<file path="src/dasf_pkg.sv">
// Constants shared by the converter status flag logic
// Function
// - The status register answers at address d8, reads 00 after reset and accepts single-bit writes.
// - The primary ready flag in bit 7 is set when the primary converter finishes a conversion or calibration.
// - Software may clear the primary ready flag, and any mode-field write also clears it.
// - While the primary ready flag is set, no new primary result or coefficient is written.
// - The auxiliary ready flag in bit 6 behaves the same way for the auxiliary converter.
// - The calibration flag in bit 5 is set when a calibration ends and cleared by a mode-field write.
// - Software writes never clear the calibration flag.
// - The missing-reference flag in bit 4 is held low while both converters are powered down.
// - The missing-reference flag follows a floating or low reference while a converter is active.
// - With the missing-reference flag set and the external reference selected, results are all ones.
// - The primary error flag in bit 3 is set when a written primary result is all zeros or all ones.
// - A failed primary calibration sets the primary error flag and leaves the coefficients alone.
// - A mode-field write clears the primary error flag.
// - The auxiliary error flag in bit 2 does the same for the auxiliary converter.
// - A completed single conversion asks for the mode field to be written back to power-down.
// - Every mode-field write, changed or not, counts as a converter reset that clears every flag except the missing-reference flag.
package dasf_pkg;
	localparam logic [7:0] DASF_STATUS_ADDR  = 8'hd8;
	localparam logic [7:0] DASF_STATUS_RESET = 8'h00;
	localparam logic [2:0] DASF_BIT_PRDY     = 3'h7;
	localparam logic [2:0] DASF_BIT_ARDY     = 3'h6;
	localparam logic [2:0] DASF_BIT_CAL      = 3'h5;
	localparam logic [2:0] DASF_BIT_NOREF    = 3'h4;
	localparam logic [2:0] DASF_BIT_PERR     = 3'h3;
	localparam logic [2:0] DASF_BIT_AERR     = 3'h2;
	localparam int         DASF_PRIM_W       = 24;
	localparam int         DASF_AUX_W        = 16;
	localparam int         DASF_SYNC_N       = 2;
	localparam logic [2:0] DASF_MODE_OFF     = 3'h0;
	localparam logic [2:0] DASF_MODE_SINGLE  = 3'h2;
	typedef enum logic [0:0]
	{
		DASF_REF_EXT_OFF = 1'b0,
		DASF_REF_EXT_ON  = 1'b1
	} dasf_ref_sel_t;
endpackage

</file>
<file path="src/dasf_sync.sv">
// Two-stage synchroniser for one asynchronous level
`timescale 1ns/10ps
module dasf_sync
(
	input  wire logic ref_clk_i,
	input  wire logic rst_n_i,
	input  wire logic async_i,
	output logic      sync_o
);
	logic meta;

	always_ff @(posedge ref_clk_i)
	begin
		if (!rst_n_i)
		begin
			meta   <= 1'b0;
			sync_o <= 1'b0;
		end
		else
		begin
			meta   <= async_i;
			sync_o <= meta;
		end
	end
endmodule

</file>
<file path="src/dasf_chan.sv">
// Ready and error flags with result gating for one converter
`timescale 1ns/10ps
module dasf_chan
#(
	parameter int W = 16
)
(
	input  wire logic         ref_clk_i,
	input  wire logic         rst_n_i,
	input  wire logic         conv_done_i,
	input  wire logic         cal_done_i,
	input  wire logic         cal_fail_i,
	input  wire logic [W-1:0] raw_i,
	input  wire logic         force_ones_i,
	input  wire logic         mode_wr_i,
	input  wire logic         sw_rdy_wr_i,
	input  wire logic         sw_rdy_i,
	input  wire logic         sw_err_wr_i,
	input  wire logic         sw_err_i,
	output logic              rdy_o,
	output logic              err_o,
	output logic              result_wr_o,
	output logic [W-1:0]      result_o,
	output logic              cal_wr_o
);
	logic         take_conv;
	logic         take_cal;
	logic [W-1:0] forced;
	logic         clamp;

	// A set ready flag drops the event, so the old result survives until the ready flag is cleared
	assign take_conv = conv_done_i && !rdy_o;
	assign take_cal  = cal_done_i && !rdy_o;
	assign forced    = force_ones_i ? {W{1'b1}} : raw_i;
	assign clamp     = (forced == {W{1'b0}}) || (forced == {W{1'b1}});

	// Hardware set wins over a software or mode-write clear in the same cycle
	always_ff @(posedge ref_clk_i)
	begin
		if (!rst_n_i)
			rdy_o <= 1'b0;
		else if (take_conv || take_cal)
			rdy_o <= 1'b1;
		else if (mode_wr_i)
			rdy_o <= 1'b0;
		else if (sw_rdy_wr_i)
			rdy_o <= sw_rdy_i;
	end

	always_ff @(posedge ref_clk_i)
	begin
		if (!rst_n_i)
			err_o <= 1'b0;
		else if ((take_conv && clamp) || (take_cal && cal_fail_i))
			err_o <= 1'b1;
		else if (mode_wr_i)
			err_o <= 1'b0;
		else if (sw_err_wr_i)
			err_o <= sw_err_i;
	end

	always_ff @(posedge ref_clk_i)
	begin
		if (!rst_n_i)
		begin
			result_wr_o <= 1'b0;
			result_o    <= {W{1'b0}};
			cal_wr_o    <= 1'b0;
		end
		else
		begin
			result_wr_o <= take_conv;
			cal_wr_o    <= take_cal && !cal_fail_i;
			if (take_conv)
				result_o <= forced;
		end
	end
endmodule

</file>
<file path="src/dasf_status.sv">
// Status register and flag logic shared by the primary and auxiliary converters
`timescale 1ns/10ps
module dasf_status
	import dasf_pkg::*;
(
	input  wire logic                   ref_clk_i,
	input  wire logic                   rst_n_i,
	input  wire logic [7:0]             sfr_addr_i,
	input  wire logic                   sfr_wr_i,
	input  wire logic                   sfr_rd_i,
	input  wire logic [7:0]             sfr_wdata_i,
	input  wire logic [7:0]             bit_addr_i,
	input  wire logic                   bit_wr_i,
	input  wire logic                   bit_wdata_i,
	output logic      [7:0]             sfr_rdata_o,
	input  wire logic                   mode_wr_i,
	input  wire logic [2:0]             mode_i,
	input  wire logic                   prim_en_i,
	input  wire logic                   aux_en_i,
	input  wire logic                   prim_xref_i,
	input  wire logic                   aux_xref_i,
	input  wire logic                   ref_float_i,
	input  wire logic                   ref_low_i,
	input  wire logic                   prim_conv_done_i,
	input  wire logic                   prim_cal_done_i,
	input  wire logic                   prim_cal_fail_i,
	input  wire logic [DASF_PRIM_W-1:0] prim_raw_i,
	input  wire logic                   aux_conv_done_i,
	input  wire logic                   aux_cal_done_i,
	input  wire logic                   aux_cal_fail_i,
	input  wire logic [DASF_AUX_W-1:0]  aux_raw_i,
	output logic                        prim_result_wr_o,
	output logic      [DASF_PRIM_W-1:0] prim_result_o,
	output logic                        prim_cal_wr_o,
	output logic                        aux_result_wr_o,
	output logic      [DASF_AUX_W-1:0]  aux_result_o,
	output logic                        aux_cal_wr_o,
	output logic                        mode_clear_o
);
	logic                   primary_done_flag;
	logic                   aux_done_flag;
	logic                   cal_flag;
	logic                   missing_reference_flag;
	logic                   primary_clamp_error;
	logic                   aux_clamp_error;
	logic [DASF_SYNC_N-1:0] ref_async;
	logic [DASF_SYNC_N-1:0] ref_sync;
	logic                   byte_hit;
	logic                   bit_hit;
	logic [7:0]             converter_status_reg;
	logic                   conv_active;
	logic                   prim_force;
	logic                   aux_force;
	logic                   wr_prdy;
	logic                   wr_ardy;
	logic                   wr_perr;
	logic                   wr_aerr;
	logic                   val_prdy;
	logic                   val_ardy;
	logic                   val_perr;
	logic                   val_aerr;

	////////////////////////////////////////////////////////////////////////////////
	// Register decode

	assign byte_hit = sfr_wr_i && (sfr_addr_i == DASF_STATUS_ADDR);
	assign bit_hit  = bit_wr_i && !byte_hit
		&& (bit_addr_i[7:3] == DASF_STATUS_ADDR[7:3]);

	// Byte write wins when both strobes arrive together
	assign wr_prdy  = byte_hit || (bit_hit && bit_addr_i[2:0] == DASF_BIT_PRDY);
	assign wr_ardy  = byte_hit || (bit_hit && bit_addr_i[2:0] == DASF_BIT_ARDY);
	assign wr_perr  = byte_hit || (bit_hit && bit_addr_i[2:0] == DASF_BIT_PERR);
	assign wr_aerr  = byte_hit || (bit_hit && bit_addr_i[2:0] == DASF_BIT_AERR);
	assign val_prdy = byte_hit ? sfr_wdata_i[DASF_BIT_PRDY] : bit_wdata_i;
	assign val_ardy = byte_hit ? sfr_wdata_i[DASF_BIT_ARDY] : bit_wdata_i;
	assign val_perr = byte_hit ? sfr_wdata_i[DASF_BIT_PERR] : bit_wdata_i;
	assign val_aerr = byte_hit ? sfr_wdata_i[DASF_BIT_AERR] : bit_wdata_i;

	// Reserved bits are wired to zero, so writes to them have nowhere to land
	assign converter_status_reg = {primary_done_flag, aux_done_flag, cal_flag,
		missing_reference_flag, primary_clamp_error, aux_clamp_error, 2'b00};

	always_ff @(posedge ref_clk_i)
	begin
		if (!rst_n_i)
			sfr_rdata_o <= DASF_STATUS_RESET;
		else if (sfr_rd_i && sfr_addr_i == DASF_STATUS_ADDR)
			sfr_rdata_o <= converter_status_reg;
		else
			sfr_rdata_o <= 8'h00;
	end

	////////////////////////////////////////////////////////////////////////////////
	// Reference detection

	assign ref_async = {ref_float_i, ref_low_i};

	generate
		for (genvar gi = 0; gi < DASF_SYNC_N; gi++)
		begin : g_ref_sync
			dasf_sync u_sync
			(
				.ref_clk_i (ref_clk_i),
				.rst_n_i   (rst_n_i),
				.async_i   (ref_async[gi]),
				.sync_o    (ref_sync[gi])
			);
		end
	endgenerate

	assign conv_active = (prim_en_i || aux_en_i) && (mode_i != DASF_MODE_OFF);

	// Hardware-only flag: no software path can set or clear it
	always_ff @(posedge ref_clk_i)
	begin
		if (!rst_n_i)
			missing_reference_flag <= 1'b0;
		else
			missing_reference_flag <= conv_active && (|ref_sync);
	end

	assign prim_force = missing_reference_flag && (prim_xref_i == DASF_REF_EXT_ON);
	assign aux_force  = missing_reference_flag && (aux_xref_i == DASF_REF_EXT_ON);

	////////////////////////////////////////////////////////////////////////////////
	// Per-converter flags

	dasf_chan #(.W(DASF_PRIM_W)) u_prim
	(
		.ref_clk_i   (ref_clk_i),
		.rst_n_i     (rst_n_i),
		.conv_done_i (prim_conv_done_i),
		.cal_done_i  (prim_cal_done_i),
		.cal_fail_i  (prim_cal_fail_i),
		.raw_i       (prim_raw_i),
		.force_ones_i(prim_force),
		.mode_wr_i   (mode_wr_i),
		.sw_rdy_wr_i (wr_prdy),
		.sw_rdy_i    (val_prdy),
		.sw_err_wr_i (wr_perr),
		.sw_err_i    (val_perr),
		.rdy_o       (primary_done_flag),
		.err_o       (primary_clamp_error),
		.result_wr_o (prim_result_wr_o),
		.result_o    (prim_result_o),
		.cal_wr_o    (prim_cal_wr_o)
	);

	dasf_chan #(.W(DASF_AUX_W)) u_aux
	(
		.ref_clk_i   (ref_clk_i),
		.rst_n_i     (rst_n_i),
		.conv_done_i (aux_conv_done_i),
		.cal_done_i  (aux_cal_done_i),
		.cal_fail_i  (aux_cal_fail_i),
		.raw_i       (aux_raw_i),
		.force_ones_i(aux_force),
		.mode_wr_i   (mode_wr_i),
		.sw_rdy_wr_i (wr_ardy),
		.sw_rdy_i    (val_ardy),
		.sw_err_wr_i (wr_aerr),
		.sw_err_i    (val_aerr),
		.rdy_o       (aux_done_flag),
		.err_o       (aux_clamp_error),
		.result_wr_o (aux_result_wr_o),
		.result_o    (aux_result_o),
		.cal_wr_o    (aux_cal_wr_o)
	);

	////////////////////////////////////////////////////////////////////////////////
	// Calibration flag and single-conversion return

	// Set on any calibration end, even a blocked or failed one
	always_ff @(posedge ref_clk_i)
	begin
		if (!rst_n_i)
			cal_flag <= 1'b0;
		else if (prim_cal_done_i || aux_cal_done_i)
			cal_flag <= 1'b1;
		else if (mode_wr_i)
			cal_flag <= 1'b0;
	end

	// The mode register owner must turn this pulse into a write of power-down
	always_ff @(posedge ref_clk_i)
	begin
		if (!rst_n_i)
			mode_clear_o <= 1'b0;
		else
			mode_clear_o <= (mode_i == DASF_MODE_SINGLE)
				&& (prim_result_wr_o || aux_result_wr_o);
	end
endmodule

</file>
<file path="config.mk">
export PLATFORM = sky130hd
export DESIGN_NAME = dasf_status
export DESIGN_NICKNAME = d
export VERILOG_FILES = /design/src/dasf_pkg.sv /design/src/dasf_sync.sv /design/src/dasf_chan.sv /design/src/dasf_status.sv
export SDC_FILE = /design/constraint.sdc
export NUM_CORES = 1
export LEC_CHECK = 0
export BUFFER_PORTS_ARGS = -buffer_cell sky130_fd_sc_hd__buf_2
export CAP_MARGIN = 15
export CORE_ASPECT_RATIO = 0.75
export CORE_MARGIN = 10
export CORE_UTILIZATION = 49
export DETAILED_ROUTE_END_ITERATION = 7
export GPL_ROUTABILITY_DRIVEN = 0
export GPL_TIMING_DRIVEN = 0
export PLACE_DENSITY = 0.85
export SETUP_SLACK_MARGIN = 0.02
export SYNTH_ARGS = -nofsm -noshare
export SYNTH_HDL_FRONTEND = slang
export SYNTH_HIERARCHICAL = 1
export SYNTH_SLANG_ARGS = --single-unit
</file>
<file path="constraint.sdc">
create_clock -name ref_clk_i -period 3.5 [get_ports ref_clk_i]
set_input_delay 0.175 -clock ref_clk_i [delete_from_list [all_inputs] [get_ports ref_clk_i]]
set_output_delay 0.175 -clock ref_clk_i [all_outputs]
set_load 0.02 [all_outputs]
</file>
# Word-level counts from Yosys, hierarchy flattened
# Cells that the tools add are included.
# word_totals
reg_bits	63
ramBits	0
elab_cells	99
output_inout_bits	53
rom_bits	0
memories	0
latchBits	0
inputBits	86
# op_classes
addsub	0
n_shift	0
magnitude_cmp	0
mul	0
div	0
n_mux	20
n_reduce_logical	51
n_bitwise	0
n_eq_ne	9
# ops
operator	count
$eq A24 B24 Y1 const B	1
$logic_not A24 Y1	1
$mux W24	1
$logic_and A1 B1 Y1	23
$mux W1	18
$eq A16 B16 Y1 const B	1
$logic_not A16 Y1	1
$mux W16	1
$reduce_bool A3 Y1	5
$logic_or A1 B1 Y1	13
$eq A3 B2 Y1 const B	3
$eq A8 B8 Y1 const B	1
$eq A3 B3 Y1 const B	2
$eq A5 B5 Y1 const B	1
$logic_not A1 Y1	5
$reduce_and A2 Y1	1
$reduce_bool A2 Y1	1
$reduce_or A2 Y1	1

# Depth between registers and ports, before layout
# Gate-level depths: netlist of the first run.
# depth
depth_word	10
ltp_mapped	7
ltp_nobuf	7

# By module
# The synthesis of the first run kept the hierarchy.
# modules_own_cells
module	area_per_inst_um2	n_inst	cells_per_inst	seq_area_each_um2
dasf_chan at u_prim	1229.9	1	142	560.5
dasf_chan at u_aux	908.4	1	100	400.4
dasf_status	473.0	1	44	180.2
dasf_sync	52.6	2	4	40.0

# Worst setup path after synthesis of the first run
# OpenSTA, ideal clock, no wires.
# synth_timing
path_type	input -> register
start	input port sfr_addr_i[1]
end	register u_prim.err_o
t_arrival_ns	1.346
n_path_buf	0
setup_ns	0.122
slack_ns	2.032
required_time_ns	3.378
cell_stages	7
path_cell_list	nor4b_4 -> nand3_4 -> mux2_4 -> mux2i_1 -> o21ai_0 -> o21ai_0 -> a31oi_1
# synth_via
elab_cells_between_ends	12
classes_between	1 x eq/ne; 4 x mux; 7 x reduce/logical
# synth_lines
element	line_no	text
from (decl)	dasf_status.sv:8	input wire logic [7:0] sfr_addr_i,
$eq A8 B8 Y1	dasf_status.sv:66	assign byte_hit = sfr_wr_i && (sfr_addr_i == DASF_STATUS_ADDR);
$logic_and A1 B1 Y1	dasf_status.sv:66	
$mux W1	dasf_status.sv:77	assign val_perr = byte_hit ? sfr_wdata_i[DASF_BIT_PERR] : bit_wdata_i;
named net val_perr	dasf_status.sv:60	logic val_perr;
$mux W1	dasf_chan.sv:58	else if (sw_err_wr_i)
$mux W1	dasf_chan.sv:56	else if (mode_wr_i)
$mux W1	dasf_chan.sv:54	else if ((take_conv && clamp) || (take_cal && cal_fail_i))
to (signal assigned)	dasf_chan.sv:59	err_o <= sw_err_i;
to (decl)	dasf_chan.sv:21	output logic err_o,
# The timed path passes the listed nets, and every way through them passes these cells. The select of a mux whose other input is x is not followed.
# A chain may end at the register's enable or synchronous reset.

# Worst setup path after layout of the first run
# layout_timing
start	input port sfr_addr_i[1]
end	register u_aux.err_o
# layout_via
elab_cells_between_ends	12
classes_between	1 x eq/ne; 4 x mux; 7 x reduce/logical
# layout_lines
element	line_no	text
$eq A8 B8 Y1	dasf_status.sv:66	
$logic_and A1 B1 Y1	dasf_status.sv:66	
$mux W1	dasf_status.sv:78	assign val_aerr = byte_hit ? sfr_wdata_i[DASF_BIT_AERR] : bit_wdata_i;
named net val_aerr	dasf_status.sv:61	logic val_aerr;
$mux W1	dasf_chan.sv:58	
$mux W1	dasf_chan.sv:56	
$mux W1	dasf_chan.sv:54	
to (signal assigned)	dasf_chan.sv:59	
to (decl)	dasf_chan.sv:21	
# The timed path passes the listed nets, and every way through them passes these cells. The select of a mux whose other input is x is not followed.

==> metrics, run 1 <==
status=completed; share of layout cells above drive strength 1=40.2%; largest cells by area after synthesis=dfxtp_1 45%, o211a_1 15%, nor2_1 6.4%; Die Width=106 µm; Hold Vio Cnt, Final=0; Yosys reg bits=between 60 and 70; final wirelength=between 8000 and 9000 µm; synthesized netlist cell count=between 200 and 300; row count=23; CTS H-tree lvls=3; TritonRoute pass-1 iters=4; PD cells=473 nW/µm²; DRC Markers=0; # resized after CTS=0; clock latency on the worst-skew pair=between 300 and 400 ps; # Post-CTS Setup Buffers=0; Hold Path Class=in -> reg; Top Metal Used=met4; die area=between 8000 and 9000 µm²; clock sinks=slightly above 60; routed len/inst=around 16 µm; I/O pins=139; M1 WL=approximately 3400 µm; most frequent cell after synthesis=dfxtp_1; fin. max-slew vios=0; GRT Residual Overflow=0; area leader, netlist=dfxtp_1; setup TNS=0 ps; RSZ-0062 raised after global routing=false; Num CTS Buffers=9; CP Capture Type=flop; largest net degree at the start of global routing=12; top cells by count, synth=61 x dfxtp_1, 46 x nor2_1, 43 x nand2_1; Setup Crit Path Kind=in -> reg; cts hold-fix bufs=0; CP Max Fanout=8; Vias per Instance=between 5 and 6; R2R Path Start=missing_reference_flag$_SDFF_PN0_; Ant. Diodes=0; Cell variety after synth=37; Avg Cell Area, Syn=between 9 and 10 µm²; share of the yosys chip area belonging to registers=approximately 45%; routed vias=2675; Final min period=1450 ps; top cell type's share of synthesized area=between 40% and 50%; Post-DP HPWL=about 7000 µm; worst endpoint required time=between 3000 and 4000 ps; routed wl met3=687 µm; Critical Path Start=sfr_addr_i[1]; Leak=about 2.1 nW; Startpoint Class=primary input; starting density of the core=50.7%; first-pass GRT wire length=13500 µm; Iteration-0 DRC Markers=between 150 and 200; met2 wire len=4210 µm; register area=1220 µm²; footprint of the multi-input gates=about 1400 µm²; GRT Resource Usage Total=18.4%; Power Total=1.74 mW; Root Buffer=clkbuf_8; Finished Core Util=between 60% and 70%; peak supply drop=about 0.28 mV; MaxCap Viol Count=0; Post-DRT Antenna Nets=0; period utilization=around 41%; fin nets=524; worst clock skew=~6.5 ps; core area=5350 µm²; vias in the first global route=2742; Die Y=between 80 and 90 µm; Fillers=459; Hold Crit Start=mode_i[2]; Async S/R FF share, synth=0%; CP Data Arrival Time=about 1600 ps; initial antenna violation count=0; Post-synth EDFFs=0; port buffer count=132; Max Root-Sink Buffers=2; Synth Warn #=6; clk slew on worst S/H paths=approximately 70 ps; CTS tree=done; Post-Syn Area=~2700 µm²; f_max=just under 0.7 GHz; Main synth FF type=dfxtp_1; area delta synth->final=35.5%; # setup viols final=0
per-layer routing:
layer | GRT usage [%] | up-vias
met3 | 6.41 | 9
met2 | 31.1 | 102
met4 | 6.50 | 0
met1 | 21.3 | 1225
met5 | 0 | -
li1 | - | 1339
registers in the layout, summed over array words and instances, names as in the netlist, 2 cells and up:
register / cells
u_prim/result_o: 24
sfr_rdata_o: 6
g_ref_sync.u_sync/meta: 2
u_aux/result_o: 16
g_ref_sync.u_sync/sync_o: 2
layout by cell type, fill, tap and decap left out, drive strengths merged:
master / Yosys / routed
nand4b: 1 / 1
dfxtp: 61 / 61
nor3: 3 / 3
nor4: 11 / 11
a31oi: 1 / 1
o211a: 40 / 40
clkinv: 0 / 3
and4bb: 1 / 1
mux2: 4 / 4
nand2: 43 / 43
nor2: 46 / 46
o41ai: 4 / 4
bufinv: 0 / 2
mux2i: 4 / 4
and4: 2 / 2
buf: 20 / 152
and4b: 1 / 1
and2: 16 / 16
o22ai: 2 / 2
nor4b: 1 / 1
inv: 2 / 2
nand4: 11 / 11
conb: 1 / 2
nand3: 4 / 4
clkbuf: 2 / 13
o31a: 1 / 1
o221ai: 1 / 1
o211ai: 1 / 1
o21ai: 4 / 4
nor4bb: 1 / 1
nand3b: 2 / 2
nor2b: 3 / 3
critical path: stages:
cell      delay (ps)
buf_2            110
nor4b_4          330
nand3_4          180
mux2_4           330
mux2i_1          170
o21ai_0          120
nand2_1          110
o211ai_2         110
logic make-up (layout without fill, tap and decap cells):
group / count (synthesis) / count (layout) / share of synthesized area, %
mux: 8 / 8 / 3.69
compound gates: 54 / 54 / 18.6
flops: 61 / 61 / 45.0
buf+inv: 24 / 172 / 5.16
simple gates: 146 / 146 / 27.5
other cells: 1 / 2 / 0.138
path summary, 6_finish.rpt:
check,depth (start not counted),slack [ps],endpoint
worst max-delay path,8,2050,u_aux/err_o$_SDFFE_PN0P_
worst min-delay path,2,40,mode_clear_o$_SDFF_PN0_
worst max register to register,6,2200,u_prim/err_o$_SDFFE_PN0P_
worst min register to register,1,430,g_ref_sync[1].u_sync/sync_o$_SDFF_PN0_
stage by stage:
step	worst slack, ps	hold slack (ps)	instances	cell area [µm²]
global route	1960	14.1	518	3680
floorplan	2030	252	295	2720
CTS	2080	17.5	518	3680
global placement	1780	362	502	3470
detailed placement	1770	373	502	3470
finish	2050	41.1	518	3680
cell type report:
cell class	count	share of cell area [%]
plain buffers	22	3.60
flip-flops and latches	61	33.2
inverters	2	0.204
well taps	75	2.55
repair buffers	132	17.9
clock buffers	11	3.57
clock inverters	5	2.04
multi-input cells	210	36.9
power by group:
part	internal [mW]	total, mW	switching, mW
logic	0.131	0.311	0.180
registers	0.744	0.769	0.0251
clock network	0.398	0.663	0.265
total	1.27	1.74	0.469
No activity file was read; power rests on OpenSTA's default activity.
==> inputs of run 2 (changes only) <==
Settings changed: CORE_UTILIZATION 49 to 41, PLACE_DENSITY 0.85 to 0.76.
Clock period 3.5 ns to 1.3 ns, I/O delays scaled along.
==> run 2 against run 1 <==
Sequential share of layout area decreased by 1.3 points; power grew to 2.7 times the previous value; die area rose by 15%; setup slack got worse by 2000 ps; register-to-register slack lost 2200 ps; design area rose by 4.1%; flip-flop and latch count unchanged; sequential power rose to 2.7 times the previous value; wire length rose by 2.8%; critical path depth did not move; via count grew 2.0%; largest power group unchanged.
==> metrics, run 2 (same netlist as run 1, synthesis figures left out) <==
status=completed (unchanged); largest registers=u_prim/result_o x24, u_aux/result_o x16, sfr_rdata_o x6 (unchanged); Die Y=90.5 µm (was 84.5 µm); largest net degree at the start of global routing=12 (unchanged); f_max=just under 0.8 GHz; GRT Resource Usage Total=16.2% (was 18.4%); fin nets=535 (was 524); Hold Path Class=in -> reg (unchanged); routed vias=2728 (was 2675); Max Root-Sink Buffers=2 (unchanged); area delta synth->final=41.1% (was 35.5%); max reg flops=24 (unchanged); Startpoint Class=primary input (unchanged); fin. max-slew vios=0 (unchanged); PD cells=1210 nW/µm² (was 473 nW/µm²); CP Capture Type=flop (unchanged); GRT Residual Overflow=0 (unchanged); final wirelength=8660 µm (was 8430 µm); Leak=2.17 nW (was 2.12 nW); clk slew on worst S/H paths=70 ps (about the same); Die Width=114 µm (was 106 µm); vias in the first global route=2751 (was 2742); routed len/inst=16.2 µm (was 16.3 µm); Fillers=588 (was 459); peak supply drop=0.678 mV (was 0.280 mV); Ant. Diodes=0 (unchanged); footprint of the multi-input gates=1390 µm² (was 1360 µm²); Final min period=between 1000 and 1500 ps; largest reg by FF count=u_prim/result_o (unchanged); DRC Markers=0 (unchanged); CP Max Fanout=6 (was 8); Post-DRT Antenna Nets=0 (unchanged); starting density of the core=42.6% (was 50.7%); # setup viols final=0 (unchanged); Setup Crit Path Kind=in -> reg (unchanged); Finished Core Util=60.1% (was 68.8%); clock sinks=61 (unchanged); worst clock skew=7.28 ps (was 6.48 ps); CP Data Arrival Time=1530 ps (was 1640 ps); Hold Vio Cnt, Final=0 (unchanged); TritonRoute pass-1 iters=4 (unchanged); initial antenna violation count=0 (unchanged); share of layout cells above drive strength 1=41.6% (was 40.2%); worst endpoint required time=1530 ps (was 3690 ps); CTS H-tree lvls=3 (unchanged); RSZ-0062 raised after global routing=true (was false); I/O pins=139 (unchanged); Root Buffer=clkbuf_8 (unchanged); MaxCap Viol Count=0 (unchanged); port buffer count=132 (unchanged); register area=1220 µm² (unchanged); period utilization=between 90% and 100%; row count=25 (was 23); most frequent cells in the layout=139 x buf_2, 61 x dfxtp_1, 45 x nor2_1 (was 145 x buf_2, 61 x dfxtp_1, 46 x nor2_1); die area=10300 µm² (was 8950 µm²); first-pass GRT wire length=13800 µm (was 13500 µm); core area=6380 µm² (was 5350 µm²); clock latency on the worst-skew pair=340 ps (was 320 ps); Vias per Instance=5.10 (was 5.16); Iteration-0 DRC Markers=167 (was 161); most common library cell in the layout ignoring fill and taps=buf_2 (unchanged); Post-DP HPWL=6780 µm (was 6810 µm); Num CTS Buffers=9 (unchanged); CTS tree=done (unchanged); worst hold margin=70.0 ps (was 41.1 ps)
## run 2: metrics by stage
step                      cell area, µm²  TNS [ps]  power, mW  setup slack [ps]  std cells
after floorplan                     2720     -54.2       2.58             -35.4        295
after global placement              3480     -1000       2.93              -307        508
after detailed placement            3480     -1190       2.95              -370        508
after CTS                           3790         0       4.68              20.9        534
after global routing                3830      -210       4.87             -64.3        535
final                               3830         0       4.63              6.16        535
## run 2: routing by layer
| metal | up-vias | GRT usage (%) | wire length, µm |
|---|---|---|---|
| met1 | 1256 | 19.1 | 3750 |
| met2 | 96 | 25.4 | 3990 |
| met4 | 0 | 4.58 | 82 |
| met3 | 9 | 7.64 | 839 |
| li1 | 1367 | - | - |
| met5 | - | 0 | 0 |
## run 2: final cells by class
cell class	count	area share, %
well taps	81	2.64
multi-input cells	210	36.1
repair buffers	144	20.4
inverters	2	0.196
flip-flops and latches	61	31.9
clock buffers	10	3.59
clock inverters	6	1.63
plain buffers	21	3.52
## run 2: timing repair
action | in CTS | in global routing
hold buffers | 9 | 0
pin swaps | 3 | 3
endpoints found under the setup margin | 2 | 29
resized for setup | 2 | 11
buffers inserted | 2 | 2
endpoints found under the hold margin | 6 | 0
## run 2: path summary, 6_finish.rpt
check	depth (start not counted)	from	slack, ps	end
worst max-delay path	8	sfr_addr_i[5]	6	u_aux/rdy_o$_SDFFE_PN0P_
worst min-delay path	4	prim_raw_i[17]	70	u_prim/result_o[17]$_SDFFE_PN0P_
worst max register to register	5	missing_reference_flag$_SDFF_PN0_	30	u_prim/err_o$_SDFFE_PN0P_
worst min register to register	1	g_ref_sync[1].u_sync/meta$_SDFF_PN0_	430	g_ref_sync[1].u_sync/sync_o$_SDFF_PN0_
## run 2: power breakdown
group / internal (mW) / total [mW] / switching (mW)
logic: 0.377 / 0.870 / 0.493
registers: 2.00 / 2.07 / 0.0675
clock network: 0.929 / 1.69 / 0.764
total: 3.31 / 4.63 / 1.32
## run 2: critical path, stage by stage
cell and delay (ps):
buf_6 90, nor4b_4 340, nand3_4 170, buf_4 180, mux2_4 290, mux2i_1 150
o22ai_1 100, and2_1 130
==> inputs of run 3 (changes only) <==
Settings changed: CORE_UTILIZATION 41 to 49, PLACE_DENSITY 0.76 to 0.85.
Clock period 1.3 ns to 1.6 ns, I/O delays scaled along.
==> run 3 against run 2 <==
Worst hold slack worse by 40 ps; critical endpoint is now mode_clear_o$_SDFF_PN0_; power fell by 18%; sequential share of layout area rose by 0.70 points; flip-flop and latch count stayed put; combinational power fell by 20%; global-route usage rose by 2.6 points; clock skew fell by 1.3 ps; largest cell class unchanged; via count shrank 0.70%; non-clock buffer count decreased by 4; clock-buffer cell count increased by 1; sequential power fell by 19%.
==> metrics, run 3 (same netlist as run 1, synthesis figures left out) <==
status=completed (unchanged); worst endpoint required time=1870 ps (was 1530 ps); most common library cell in the layout ignoring fill and taps=buf_2 (unchanged); Hold Path Class=in -> reg (unchanged); Num CTS Buffers=9 (unchanged); row count=23 (was 25); Startpoint Class=primary input (unchanged); starting density of the core=50.7% (was 42.6%); max reg flops=24 (unchanged); footprint of the multi-input gates=1360 µm² (was 1390 µm²); routed vias=2709 (was 2728); largest reg by FF count=u_prim/result_o (unchanged); Ant. Diodes=0 (unchanged); Hold Vio Cnt, Final=0 (unchanged); clock sinks=61 (unchanged); Leak=2.16 nW (was 2.17 nW); register area=1220 µm² (unchanged); GRT Resource Usage Total=18.7% (was 16.2%); Final min period=roughly 1400 ps; PD cells=1020 nW/µm² (was 1210 nW/µm²); initial antenna violation count=0 (unchanged); CTS H-tree lvls=3 (unchanged); CP Data Arrival Time=1690 ps (was 1530 ps); # resized after CTS=0 (was 2); share of layout cells above drive strength 1=39.6% (was 41.6%); RSZ-0062 raised after global routing=false (was true); Post-DP HPWL=6810 µm (was 6780 µm); Die Width=106 µm (was 114 µm); I/O pins=139 (unchanged); final wirelength=8570 µm (was 8660 µm); Max Root-Sink Buffers=2 (unchanged); DRC Markers=0 (unchanged); CP Max Fanout=2 (was 6); Iteration-0 DRC Markers=177 (was 167); peak supply drop=0.632 mV (was 0.678 mV); largest net degree at the start of global routing=12 (unchanged); Post-DRT Antenna Nets=0 (unchanged); worst hold margin=30.1 ps (was 70.0 ps); period utilization=between 80% and 90%; CTS tree=done (unchanged); GRT Residual Overflow=0 (unchanged); die area=8950 µm² (was 10300 µm²); MaxCap Viol Count=0 (unchanged); clock latency on the worst-skew pair=330 ps (was 340 ps); routed len/inst=16.3 µm (was 16.2 µm); Vias per Instance=5.16 (was 5.10); first-pass GRT wire length=13800 µm (about the same); fin cells=525 (was 535); Power Total=3.82 mW (was 4.63 mW); most frequent cells in the layout=145 x buf_2, 61 x dfxtp_1, 46 x nor2_1 (was 139 x buf_2, 61 x dfxtp_1, 45 x nor2_1); core area=5350 µm² (was 6380 µm²); # setup viols final=0 (unchanged); clk slew on worst S/H paths=70 ps (about the same); CP Capture Type=flop (unchanged); f_max=0.707 GHz; Root Buffer=clkbuf_8 (unchanged); vias in the first global route=2784 (was 2751); TritonRoute pass-1 iters=5 (was 4); Die Y=84.5 µm (was 90.5 µm); Setup Crit Path Kind=in -> reg (unchanged); fin. max-slew vios=0 (unchanged); fin nets=531 (was 535); area delta synth->final=38.1% (was 41.1%); Cell Count Post-Placement=502 (was 508); worst clock skew=6.02 ps (was 7.28 ps); largest registers=u_prim/result_o x24, u_aux/result_o x16, sfr_rdata_o x6 (unchanged); Fillers=450 (was 588); port buffer count=132 (unchanged)
-- run 3: cell types whose count changed in the layout (fill, tap and decap cells not counted), sizes merged --
| cell | previous run | this run |
|---|---|---|
| dlygate4sd3 | 8 | 7 |
| clkinvlp | 3 | 0 |
| bufinv | 1 | 2 |
| buf | 153 | 152 |
| clkinv | 2 | 3 |
| clkbuf | 14 | 13 |
-- run 3: cell type report --
type                            instances  share of cell area, %
Timing Repair Buffer                  139                   19.5
Tap cell                               75                   2.50
Clock buffer                           11                   3.50
Clock inverter                          5                   2.00
Sequential cell                        61                   32.6
Buffer                                 22                   3.54
Multi-Input combinational cell        210                   36.2
Inverter                                2                  0.200
-- run 3: through the flow --
stage / setup TNS [ps] / area, µm² / utilization [%] / setup WS (ps)
after floorplan: 0 / 2720 / - / 227
after global placement: -26.5 / 3470 / 64.9 / -20.5
after detailed placement: -63.7 / 3470 / 64.9 / -37.9
after CTS: 0 / 3750 / 70.1 / 273
after global routing: 0 / 3750 / 70.1 / 151
final: 0 / 3750 / 70.1 / 186
-- run 3: per-layer routing --
layer  global-route usage, %  wire length (µm)  part of all wire [%]
met5                       0                 0                     0
met4                    6.50               112                   1.3
met3                    6.64               694                   8.1
met2                    32.2              4350                    51
met1                    21.0              3420                    40
-- run 3: power by group --
part           internal (mW)  switching [mW]
logic                  0.297           0.395
registers               1.63          0.0551
clock network          0.870           0.577
-- run 3: critical path, cell delays in order --
cell and delay (ps):
dlygate4sd3_1 540, buf_2 130, nor4_1 330, dlygate4sd3_1 600
-- run 3: path summary, 6_finish.rpt --
check | start | to | slack (ps) | depth (start not counted)
worst max-delay path | mode_i[2] | mode_clear_o$_SDFF_PN0_ | 190 | 4
worst min-delay path | prim_cal_done_i | cal_flag$_SDFFE_PN0P_ | 30 | 2
worst max register to register | missing_reference_flag$_SDFF_PN0_ | u_prim/err_o$_SDFFE_PN0P_ | 290 | 6
worst min register to register | g_ref_sync[1].u_sync/meta$_SDFF_PN0_ | g_ref_sync[1].u_sync/sync_o$_SDFF_PN0_ | 430 | 1
-- run 3: what timing repair did --
action,in CTS,in global routing
hold buffers,7,0
endpoints found under the setup margin,0,0
hold endpoints to repair,5,0
buffers inserted,0,0
